[config.mk]
export PLATFORM = sky130hd
export DESIGN_NAME = cfb_flag_bank_reg
export DESIGN_NICKNAME = d
export VERILOG_FILES = /design/src/inc/cfb_pkg.sv /design/src/cfb_flag_bank_reg.sv /design/src/cfb_flag_alu.sv
export VERILOG_INCLUDE_DIRS = /design/src /design/src/inc
export SDC_FILE = /design/constraint.sdc
export NUM_CORES = 1
export LEC_CHECK = 0
export ABC_CLOCK_PERIOD_IN_PS = 2000
export BUFFER_PORTS_ARGS = -buffer_cell sky130_fd_sc_hd__buf_2
export CAP_MARGIN = 10
export CORE_MARGIN = 4
export CORE_UTILIZATION = 48
export DETAILED_ROUTE_END_ITERATION = 8
export PLACE_DENSITY = 0.8
export SYNTH_ARGS = -nofsm -noshare
export SYNTH_HDL_FRONTEND = slang
export SYNTH_HIERARCHICAL = 1
export SYNTH_SLANG_ARGS = --single-unit
[constraint.sdc]
create_clock -name core_clk -period 2 [get_ports core_clk]
set_input_delay 0.1 -clock core_clk [delete_from_list [all_inputs] [get_ports core_clk]]
set_output_delay 0.1 -clock core_clk [all_outputs]
set_load 0.02 [all_outputs]
[src/inc/cfb_consts.svh]
// Constants for the CPU flag and bank register block
`ifndef CFB_CONSTS_SVH
`define CFB_CONSTS_SVH
`define CFB_BIT_IRP_SEL 7
`define CFB_BIT_BANK_HI 6
`define CFB_BIT_BANK_LO 5
`define CFB_BIT_TIMEOUT 4
`define CFB_BIT_PWRDN 3
`define CFB_BIT_ZERO 2
`define CFB_BIT_DCARRY 1
`define CFB_BIT_CARRY 0
`define CFB_ARITH_MASK 8'h07
`define CFB_RESET_MASK 8'h18
`define CFB_BANK_MASK 8'he0
`define CFB_POR_VALUE 8'h18
`define CFB_BANK_BYTES 9'h080
`define CFB_BANK_OFS_W 7
`define CFB_PAIR_OFS_W 8
`define CFB_NIBBLE_W 4
`endif

[src/inc/cfb_pkg.sv]
// Types shared by the CPU flag and bank register block
package cfb_pkg;
	typedef enum logic [2:0] {
		CFB_OP_NONE = 3'h0,
		CFB_OP_ADD = 3'h1,
		CFB_OP_SUB = 3'h2,
		CFB_OP_LOGIC = 3'h3,
		CFB_OP_ROT_R = 3'h4,
		CFB_OP_ROT_L = 3'h5
	} cfb_aluop_t;
	typedef struct packed {
		logic valid;
		cfb_aluop_t op;
		logic [7:0] opA;
		logic [7:0] opB;
	} cfb_alureq_t;
	typedef struct packed {
		logic [7:0] result;
		logic zero;
		logic dcarry;
		logic carry;
		logic setsZero;
		logic setsCarries;
	} cfb_alures_t;
	typedef struct packed {
		logic wrEn;
		logic [7:0] wrData;
		logic clearFile;
	} cfb_wr_t;
endpackage

[src/cfb_flag_bank_reg.sv]
// CPU flag and bank register with masked instruction writes
`timescale 1ns/100ps
`include "cfb_consts.svh"
//
// Behaviour
// - Flag-affecting writes to this register keep computed zero/digit-carry/carry, not written data.
// - Instruction writes never change time-out or power-down bits.
// - Clear-file here zeroes bank bits, sets zero, keeps the other flags.
// - Two direct bank bits pick one 128-byte bank of four.
// - Indirect bank bit picks low or high 256-byte bank pair.
// - Time-out flag high after power-up, clear-watchdog or sleep; low on watchdog time-out.
// - Power-down flag high after power-up; low when sleep executes.
// - Zero flag set when result is zero, cleared otherwise.
// - Digit carry is carry out of bit three; inverted borrow on subtract.
// - Carry is carry out of bit seven; inverted borrow on subtract.
// - Subtraction adds the two's complement of the second operand.
// - Rotates load carry with the bit shifted out.
// - Power-on: bank bits zero, time-out and power-down one, flags zero.
// - Register accepted as destination of any instruction, with masking.
// - Other resets clear bank bits, keep arithmetic flags; master clear keeps reset flags.
module cfb_flag_bank_reg
(
	input wire logic core_clk, // Core instruction clock
	input wire logic rst_n, // Power-on reset, active low
	input wire logic softReset, // Master clear or watchdog reset pulse
	input wire cfb_pkg::cfb_alureq_t aluReq, // ALU operation this cycle
	input wire cfb_pkg::cfb_wr_t wrReq, // Instruction write aimed here
	input wire logic clearWatchdogOp, // Clear-watchdog instruction executed
	input wire logic sleepOp, // Sleep instruction executed
	input wire logic watchdogTimeout, // Watchdog time-out event
	output logic [7:0] statusValue, // Register contents
	output logic [7:0] aluResult, // ALU result for the data path
	input wire logic [6:0] directOffset, // Direct address low bits
	input wire logic [7:0] indirectPointer, // Indirect pointer value
	output logic [8:0] directAddr, // Banked direct address
	output logic [8:0] indirectAddr // Banked indirect address
);
	logic [7:0] status_reg;
	logic [7:0] status_next;
	logic [8:0] direct_reg;
	logic [8:0] indirect_reg;
	cfb_pkg::cfb_alures_t aluRes;
	logic [7:0] aluResult_reg;

	// ----------------------------------------
	// Arithmetic unit
	// ----------------------------------------
	cfb_flag_alu u_alu
	(
		.req(aluReq),
		.carryIn(status_reg[`CFB_BIT_CARRY]),
		.res(aluRes)
	);

	// Bank base address from two select bits
	function automatic logic [8:0] bankBase(input logic [1:0] sel);
		bankBase = 9'(sel) * `CFB_BANK_BYTES;
	endfunction

	// ----------------------------------------
	// Next register value
	// ----------------------------------------
	// Writes pass the bank and arithmetic fields, then flags override
	always_comb
	begin
		status_next = status_reg;
		if (wrReq.wrEn)
		begin
			status_next = (status_reg & `CFB_RESET_MASK)
				| (wrReq.wrData & ~`CFB_RESET_MASK);
		end
		if (wrReq.clearFile)
		begin
			status_next = status_reg & ~`CFB_BANK_MASK;
			status_next[`CFB_BIT_ZERO] = 1'b1;
		end
		if (aluRes.setsZero)
		begin
			status_next[`CFB_BIT_ZERO] = aluRes.zero;
		end
		if (aluRes.setsCarries)
		begin
			status_next[`CFB_BIT_CARRY] = aluRes.carry;
			if (aluReq.op == cfb_pkg::CFB_OP_ADD || aluReq.op == cfb_pkg::CFB_OP_SUB)
			begin
				status_next[`CFB_BIT_DCARRY] = aluRes.dcarry;
			end
		end
		if (clearWatchdogOp || sleepOp)
		begin
			status_next[`CFB_BIT_TIMEOUT] = 1'b1;
		end
		if (sleepOp)
		begin
			status_next[`CFB_BIT_PWRDN] = 1'b0;
		end
		if (watchdogTimeout)
		begin
			status_next[`CFB_BIT_TIMEOUT] = 1'b0;
		end
		if (softReset)
		begin
			status_next = status_reg & ~`CFB_BANK_MASK;
			if (watchdogTimeout)
			begin
				status_next[`CFB_BIT_TIMEOUT] = 1'b0;
			end
		end
	end

	// ----------------------------------------
	// Register state
	// ----------------------------------------
	// Power-on value; arithmetic flags come up zero here
	always_ff @(posedge core_clk or negedge rst_n)
	begin
		if (!rst_n)
		begin
			status_reg <= `CFB_POR_VALUE;
		end
		else
		begin
			status_reg <= status_next;
		end
	end

	// Registered ALU result
	always_ff @(posedge core_clk or negedge rst_n)
	begin
		if (!rst_n)
		begin
			aluResult_reg <= 8'h00;
		end
		else if (aluReq.valid)
		begin
			aluResult_reg <= aluRes.result;
		end
	end

	// ----------------------------------------
	// Address formation
	// ----------------------------------------
	// Banked addresses from the register's select bits
	always_ff @(posedge core_clk or negedge rst_n)
	begin
		if (!rst_n)
		begin
			direct_reg <= 9'h000;
			indirect_reg <= 9'h000;
		end
		else
		begin
			direct_reg <= bankBase(status_next[`CFB_BIT_BANK_HI:`CFB_BIT_BANK_LO])
				| {2'b00, directOffset};
			indirect_reg <= {status_next[`CFB_BIT_IRP_SEL], indirectPointer};
		end
	end

	assign statusValue = status_reg;
	assign aluResult = aluResult_reg;
	assign directAddr = direct_reg;
	assign indirectAddr = indirect_reg;
endmodule // cfb_flag_bank_reg

[src/cfb_flag_alu.sv]
// Flag-producing arithmetic unit for the CPU flag and bank register
`timescale 1ns/100ps
`include "cfb_consts.svh"
module cfb_flag_alu
(
	input wire cfb_pkg::cfb_alureq_t req, // Operation and operands
	input wire logic carryIn, // Current carry for rotates
	output cfb_pkg::cfb_alures_t res // Result with flags
);
	logic [8:0] sum;
	logic [4:0] lowSum;
	logic [7:0] addend;
	logic addCin;

	// Subtract by adding the two's complement of the second operand
	always_comb
	begin
		addend = (req.op == cfb_pkg::CFB_OP_SUB) ? ~req.opB : req.opB;
		addCin = (req.op == cfb_pkg::CFB_OP_SUB);
		sum = {1'b0, req.opA} + {1'b0, addend} + {8'h00, addCin};
		lowSum = {1'b0, req.opA[`CFB_NIBBLE_W-1:0]} + {1'b0, addend[`CFB_NIBBLE_W-1:0]}
			+ {4'h0, addCin};
	end

	// Result and flag formation per operation
	always_comb
	begin
		res = '0;
		unique case (req.op)
			cfb_pkg::CFB_OP_ADD, cfb_pkg::CFB_OP_SUB:
			begin
				res.result = sum[7:0];
				res.carry = sum[8];
				res.dcarry = lowSum[`CFB_NIBBLE_W];
				res.setsZero = 1'b1;
				res.setsCarries = 1'b1;
			end
			cfb_pkg::CFB_OP_LOGIC:
			begin
				res.result = req.opA;
				res.setsZero = 1'b1;
			end
			cfb_pkg::CFB_OP_ROT_R:
			begin
				res.result = {carryIn, req.opA[7:1]};
				res.carry = req.opA[0];
			end
			cfb_pkg::CFB_OP_ROT_L:
			begin
				res.result = {req.opA[6:0], carryIn};
				res.carry = req.opA[7];
			end
			cfb_pkg::CFB_OP_NONE:
			begin
				res.result = req.opA;
			end
			default:
			begin
				res.result = req.opA;
			end
		endcase
		res.zero = (res.result == 8'h00);
		res.setsCarries = res.setsCarries | (req.op == cfb_pkg::CFB_OP_ROT_R)
			| (req.op == cfb_pkg::CFB_OP_ROT_L);
		res.setsZero = res.setsZero & req.valid;
		res.setsCarries = res.setsCarries & req.valid;
	end
endmodule // cfb_flag_alu

Word level (Yosys, flattened, before mapping)

Index checks and enable logic that the tools add are counted.
Widths: inputs -> output; s select.

Register bits after elaboration: 34
Input port bits: 51
Output and inout port bits: 34
Logic and storage cells: 59

Add/subtract/negate cells: 4
Eq/ne operators: 9
Mux-type cells: 16
Bitwise operators: 8
Reduce and logical (&&, ||, !) cells: 13

Operator list:

| cell               | count |
|---|---|
| $mux 8             | 4 |
| $pmux 8 s3         | 1 |
| $add 8x8->9        | 1 |
| $add 9x1->9        | 1 |
| $mux 1             | 9 |
| $or 9x7->9         | 1 |
| $reduce_and 3->1   | 3 |
| $logic_not 8->1    | 1 |
| $not 8->8          | 1 |
| $or 5x8->8         | 1 |
| $eq 3x2->1 const B | 2 |
| $eq 3x3->1 const B | 2 |
| $ne 2x1->1 const B | 3 |
| $reduce_bool 3->1  | 2 |
| $add 4x4->5        | 1 |
| $add 5x1->5        | 1 |
| $reduce_bool 2->1  | 2 |
| $eq 3x1->1 const B | 1 |
| $ne 3x1->1 const B | 1 |
| $pmux 1 s3         | 1 |
| $reduce_or 3->1    | 1 |
| $and 1x1->1        | 2 |
| $logic_or 1x1->1   | 2 |
| $mux 2             | 1 |
| other kinds (4)    | 5 |

Depth between registers and ports, before layout

Gate-level depths: netlist of the first run.

Depth after elaboration: 9
Depth in mapped cells: 13
Gate-level depth less buffers: 12

Cells and area by module

Netlist of the first run, hierarchy kept.

Modules (own cells, without submodules):

| module            | times used | cells an instance | area each (sq um) | sequential area each (sq um) |
|---|---|---|---|---|
| cfb_flag_bank_reg | 1          | 74                | 1098.6            | 778.2 |
| cfb_flag_alu      | 1          | 131               | 897.1             | 0.0 |

Worst setup path before layout of the first run

Ideal clock, no wire load.

Path kind: input port to flip-flop
Start: input aluReq[17] (netlist name)
End: register status_reg[2], in the netlist statusValue[2]
Library setup time: 0.110 ns
Arrival: 2.663 ns
Data required time: 1.890 ns
Path slack: -0.774 ns
Stages: 13
Path buffers: 2
Cells stage by stage: buf_4 nor3b_4 buf_2 xor2_1 ha_1 and3_1 o21ai_1 nand2_1 xor2_1 a2111o_1 nor4_2 nor2b_1 o41ai_1

RTL lines:

| what                 | RTL line                 | source |
|---|---|---|
| from (decl)          | cfb_flag_bank_reg.sv:26  | `input wire cfb_pkg::cfb_alureq_t aluReq,` |
| to (signal assigned) | cfb_flag_bank_reg.sv:119 | `` status_reg <= `CFB_POR_VALUE; `` |
| to (signal assigned) | cfb_flag_bank_reg.sv:123 | `status_reg <= status_next;` |
| to (decl)            | cfb_flag_bank_reg.sv:38  | `logic [7:0] status_reg;` |

==> flow_summary_export.csv, run 1 <==
group,metric,value,unit
status,status,"complete, but fails checks",
status,violations,"setup timing",
synth,synth_area,2000,µm²
clock_network,clk_path_buf_depth,2,
final_layout,nFillCells,234,
synth,synthTopCellsByArea,"dfrtp_1, mux2_2, ha_1, o21ai_0, xor2_1",
routing,wl_per_cell,19.7,µm
synth,yosysUniqueCellTypes,57,
global_routing,antenna_found_initial,0,
timing,slew_headroom,47.1,%
routing,via_per_inst,6.09,
min_path,hold_class,"in -> reg",
timing,setup_viol,7,
global_routing,grt-ovfl-total,0,
final_layout,syn_to_final_growth,60.6,%
final_layout,final_nets,407,
setup_path,cp-end-kind,"flip-flop",
setup_path,cp_top_family,"compound AO/OA/AOI/OAI gates",
clock_network,clock-sinks,31,
die,placementRows,23,
setup_path,critPathBufInv,2,
setup_path,worstPathCellList,"buf_8, nor3b_4, buf_12, xor2_4, ha_4, and3_4, o21ai_4, nand2_2, xor2_1, a2111o_1, nor4_2, nor2b_1, o41ai_2",
synth,yosysTopAreaCell,"dfrtp_1",
setup_path,arrival,2620,ps
synth,syn_nets,265,
timing,final_min_period_over_clock_period,122,%
power,leakage,1.54,nW
routing,vias,2423,
timing,period_needed,2450,ps
die,coreArea,4000,µm²
power,cellPowerDensity,639,nW/µm²
timing,worst_slew_pin_slew,788,ps
power,ir_drop,0.553,mV
timing,rsz0062_at_grt,"yes",
clock_network,clock_latency,280,ps
placement,place_congestion,0.966,
synth,yosysSeqAreaShare,39.0,%
global_routing,grt_pass1_vias,2253,
setup_path,reg2reg_slack,-190,ps
timing,hold_violations,0,
synth,ys_ff_latch,31,
routing,wl,7860,µm
placement,io_buffers,82,
setup_path,start_kind,"primary input",
final_layout,num_antenna_cells,0,
clock_network,clk_pin_slew,70,ps
power,total_power,2.05,mW
setup_path,crit_required,2170,ps
placement,hpwl,4730,µm
die,ios,85,
clock_network,numCtsBuffers,5,
die,die_x,72.5,µm
die,die_height,72.5,µm
setup_path,slowest_stage,"a2111o_1",
global_routing,grt_max_degree,32,
synth,syn_inst,205,
clock_network,cts_tree,"built",
synth,synth_top_area_share,36.4,%
clock_network,cts_root_buf,"clkbuf_8",
placement,place_ws,-832,ps
synth,yosysWarnings,6,
routing,ant_nets,0,
die,start_util,49.9,%
synth,synth_edf_count,0,
synth,ys.flop_type,"dfrtp_1",
die,design.die.area,5250,µm²
clock_network,htree_levels,2,
global_routing,globalRouteTotalUtil,27.4,%
timing,slew_violations,0,
synth,yosysMostFrequentCell,"dfrtp_1",
synth,avgSynthCellArea,9.73,µm²
setup_path,worstSetupPathType,"in -> reg",
routing,first_iter_violations,331,
global_routing,grt_pass1_wl,11200,µm
timing,fin_skew,5.59,ps
setup_path,critPathMaxStageDelay,450,ps
final_layout,drive_above_1_share,49.7,%
synth,synthArstFlopShare,100,%
routing,drcViolationCount,0,
timing,fin_ws,-445,ps
timing,fmaxAchievable,409,MHz
routing,first_pass_iters,7,
setup_path,path_max_fanout,7,
synth,synth_common_cells,"dfrtp_1, o21ai_0, nor2_1",
job,drv_cap,0,
[worst paths after layout]
| check | startpoint | endpoint | cells after the start |
|---|---|---|---|
| worst max-delay path | aluReq[18] | statusValue[2]$_DFFE_PN0P_ | 13 |
| worst min-delay path | wrReq[0] | statusValue[7]$_DFFE_PN0P_ | 2 |
| worst max register to register | statusValue[0]$_DFFE_PN0P_ | statusValue[2]$_DFFE_PN0P_ | 8 |
| worst min register to register | statusValue[4]$_DFFE_PN1P_ | statusValue[4]$_DFFE_PN1P_ | 2 |
| max in group asynchronous | rst_n | aluResult[7]$_DFFE_PN0P_ | 2 |
| min in group asynchronous | rst_n | indirectAddr[6]$_DFF_PN0_ | 2 |
[placed cells by master, fill, tap and decap left out, drive strengths merged, types with 8 or more instances in the layout]
master,n
nor2,14
dfrtp,29
ha,8
dlygate4sd3,18
a21oi,8
buf,129
mux2,10
xor2,9
inv,9
o21ai,18
nand2,12
[stage by stage]
stage / setup TNS [ps] / std cells / instance area (µm²) / hold WS, ps / utilization [%]
5_1_grt: -1890 / 398 / 3210 / 86.2 / 80.1
3_5_place_dp: -3740 / 370 / 2770 / 179 / 69.3
2_1_floorplan: -1460 / 205 / 2030 / -196 / -
3_3_place_gp: -2810 / 370 / 2770 / 152 / 69.3
4_1_cts: -856 / 397 / 3140 / 80.4 / 78.4
6_report: -1290 / 398 / 3210 / 94.4 / 80.1
[area by class of cell]
| cell class | count | area, µm² | share of cell area [%] |
|---|---|---|---|
| Timing Repair Buffer | 147 | 976 | 30.4 |
| Tap cell | 50 | 62.6 | 1.95 |
| Inverter | 9 | 33.8 | 1.05 |
| Clock buffer | 7 | 76.3 | 2.38 |
| Sequential cell | 31 | 778 | 24.3 |
| Clock inverter | 1 | 5.00 | 0.156 |
| Multi-Input combinational cell | 153 | 1270 | 39.7 |
[layer usage]
layer / wire length (µm) / global-route usage [%] / vias to the layer above
met5: 0 / 0 / -
met4: 362 / 7.99 / 0
met3: 807 / 6.09 / 51
met2: 3900 / 48.0 / 194
met1: 2790 / 33.8 / 1146
li1: - / - / 1032
[logic make-up (layout without fill, tap and decap cells)]
| group | Yosys count | after routing | share of synthesized area, % |
|---|---|---|---|
| simple gates | 59 | 59 | 16.5 |
| compound gates | 60 | 60 | 20.8 |
| flops | 31 | 31 | 39.0 |
| fa+ha+maj | 9 | 9 | 6.02 |
| mux | 13 | 13 | 7.15 |
| buf+inv | 21 | 164 | 5.27 |
| xor+xnor | 12 | 12 | 5.27 |
[power by group]
part | internal, mW | leakage (nW) | total [mW] | switching [mW]
logic | 0.393 | 1.13 | 0.848 | 0.455
clock network | 0.244 | 0.0422 | 0.477 | 0.233
registers | 0.689 | 0.366 | 0.723 | 0.0336
[repair_timing]
action / CTS / global route
resized for setup: 21 / 11
endpoints found under the setup margin: 7 / 8
setup buffers: 1 / 1
hold endpoints to repair: 46 / 0
hold buffers: 18 / 0
pin swaps: 13 / 4
Power figures use the tool's default switching activity.
==> inputs of run 2 (changes only) <==
Settings changed: BUFFER_PORTS_ARGS -buffer_cell sky130_fd_sc_hd__buf_2 to default, CORE_UTILIZATION 48 to 60, DONT_BUFFER_PORTS from default to 1, PLACE_DENSITY 0.8 to 0.76.
==> run 2 against run 1 <==
  * Clock power decreased by 22%
  * Sequential share of layout area increased by 3.0 points
  * Sequential cell count unchanged
  * Worst hold slack got worse by 52 ps
  * Global-route usage increased by 5.4 points
  * Cell area decreased by 11%
  * Routed wire length increased by 18%
  * The run still ends with setup timing left
==> flow_summary_export.csv, run 2 (synthesis results as in run 1) <==
group,metric,value,unit
final_layout,syn_to_final_growth,43.1,%
power,p_switching,721,µW
power,seqPwrFrac,43.5,%
timing,fmaxAchievable,375,MHz
final_layout,drive_above_1_share,33.6,%
timing,rsz0062_at_grt,"yes",
final_layout,final_common_cell,"dfrtp_1",
timing,worst_slew_pin_slew,766,ps
setup_path,arrival,2890,ps
routing,drcViolationCount,0,
routing,met3_length,1330,µm
clock_network,cts_tree,"built",
routing,first_pass_iters,6,
routing,first_iter_violations,436,
setup_path,crit_required,2220,ps
global_routing,grt-ovfl-total,0,
status,status,"complete, but fails checks",
setup_path,start_kind,"primary input",
routing,vias,2305,
setup_path,cp-end-kind,"flip-flop",
die,ios,85,
global_routing,grt_max_degree,32,
timing,final_min_period_over_clock_period,133,%
final_layout,final_nets,318,
placement,io_buffers,0,
die,coreArea,3130,µm²
timing,slew_headroom,48.6,%
global_routing,grt_pass1_wl,10500,µm
final_layout,fin_cells,303,
timing,fin_skew,30.5,ps
timing,slew_violations,0,
clock_network,htree_levels,2,
routing,wl_met2,4170,µm
placement,place_congestion,0.895,
global_routing,globalRouteTotalUtil,32.8,%
die,die_x,65.7,µm
clock_network,clk_pin_slew,100,ps
clock_network,cts_root_buf,"clkbuf_4",
job,drv_cap,0,
timing,setup_viol,6,
clock_network,clock-sinks,31,
final_layout,final_cell_mix,"dfrtp_1, buf_4, dlygate4sd3_1",
clock_network,numCtsBuffers,5,
timing,fin_ws,-667,ps
routing,wl_met1,2940,µm
routing,ant_nets,0,
routing,wl_per_cell,30.7,µm
die,placementRows,20,
setup_path,worstSetupPathType,"in -> reg",
routing,via_per_inst,7.61,
placement,place_inst,262,
min_path,hold_class,"in -> reg",
routing,top_layer_used,"met4",
power,leakage,1.19,nW
clock_network,clk_path_buf_depth,2,
final_layout,num_antenna_cells,0,
power,combPwrFrac,36.8,%
timing,hold_violations,0,
die,start_util,63.8,%
status,violations,"setup timing",
die,design.die.area,4310,µm²
global_routing,antenna_found_initial,0,
power,p_int,1.17,mW
placement,place_ws,-594,ps
power,cellPowerDensity,661,nW/µm²
min_path,holdPathStages,2,
routing,wl,9310,µm
global_routing,grt_pass1_vias,2056,
die,die_height,65.7,µm
power,pwr-share-clk,19.6,%
timing,period_needed,2670,ps
clock_network,clock_latency,340,ps
power,p_sw_share,38.2,%
placement,hpwl,4440,µm
power,ir_drop,0.637,mV
setup_path,path_max_fanout,13,
timing,finalSetupTns,-1390,ps
setup_path,r2r_cells,8,
## run 2: cell types whose count changed in the layout (fill, tap and decap cells not counted), sizes merged
cell | previous run | this run
dlygate4sd3 | 18 | 24
clkinvlp | 0 | 1
buf | 129 | 33
bufbuf | 0 | 1
clkbuf | 7 | 6
## run 2: metal layers
metal / track usage, % / vias to the layer above
met2: 55.9 / 301
li1: - / 855
met1: 37.4 / 1049
met4: 12.7 / 0
met3: 11.5 / 100
met5: 0 / -
## run 2: repair_timing
action / 4_1_cts / 5_1_grt
gates cloned: 1 / 0
pin swaps: 3 / 19
endpoints found under the hold margin: 62 / 1
endpoints found under the setup margin: 1 / 6
hold buffers: 24 / 1
buffers inserted: 1 / 7
resized for setup: 6 / 36
## run 2: through the flow
stage / area (µm²) / total power [mW] / hold slack [ps] / util (%)
4_1_cts: 2600 / 1.66 / 10.1 / 83.0
3_5_place_dp: 2200 / 1.24 / -195 / 70.4
5_1_grt: 2860 / 1.95 / 28.8 / 91.3
6_report: 2860 / 1.89 / 42.1 / 91.3
2_1_floorplan: 2030 / 1.11 / -196 / -
3_3_place_gp: 2200 / 1.22 / -195 / 70.4
## run 2: area by class of cell
type                    instances  area, µm²
clock buffers                   6       41.3
inverters                       9       33.8
multi-input cells             153       1370
repair buffers                 58        566
well taps                      44       55.1
flip-flops and latches         31        778
clock inverters                 2       12.5
fillers                       100        273
## run 2: worst paths after layout
path / startpoint / to / slack [ps]
max in group asynchronous: rst_n / statusValue[4]$_DFFE_PN1P_ / 1520
hold / removal: wrReq[7] / statusValue[6]$_DFFE_PN0P_ / 40
hold reg to reg: statusValue[3]$_DFFE_PN1P_ / statusValue[3]$_DFFE_PN1P_ / 560
setup reg to reg: statusValue[0]$_DFFE_PN0P_ / statusValue[2]$_DFFE_PN0P_ / -380
min in group asynchronous: rst_n / aluResult[2]$_DFFE_PN0P_ / 210
setup / recovery: aluReq[16] / statusValue[2]$_DFFE_PN0P_ / -670
## run 2: power by group through the flow
stage               Sequential [mW]  Clock [mW]  Combinational (mW)
floorplan                     0.808           0               0.300
global placement              0.820           0               0.403
detailed placement            0.822           0               0.420
CTS                           0.812       0.345               0.504
global route                  0.825       0.412               0.717
finish                        0.821       0.370               0.695
## run 2: worst max-delay path, cell delays in order
cell,delay [ps]
nor3b_4,250
buf_4,160
bufbuf_16,250
xor2_4,190
ha_4,220
buf_4,140
a21boi_0,290
o32ai_1,150
o21ai_1,170
o311ai_0,270
nor4_2,330
nor2b_1,140
o41ai_2,230
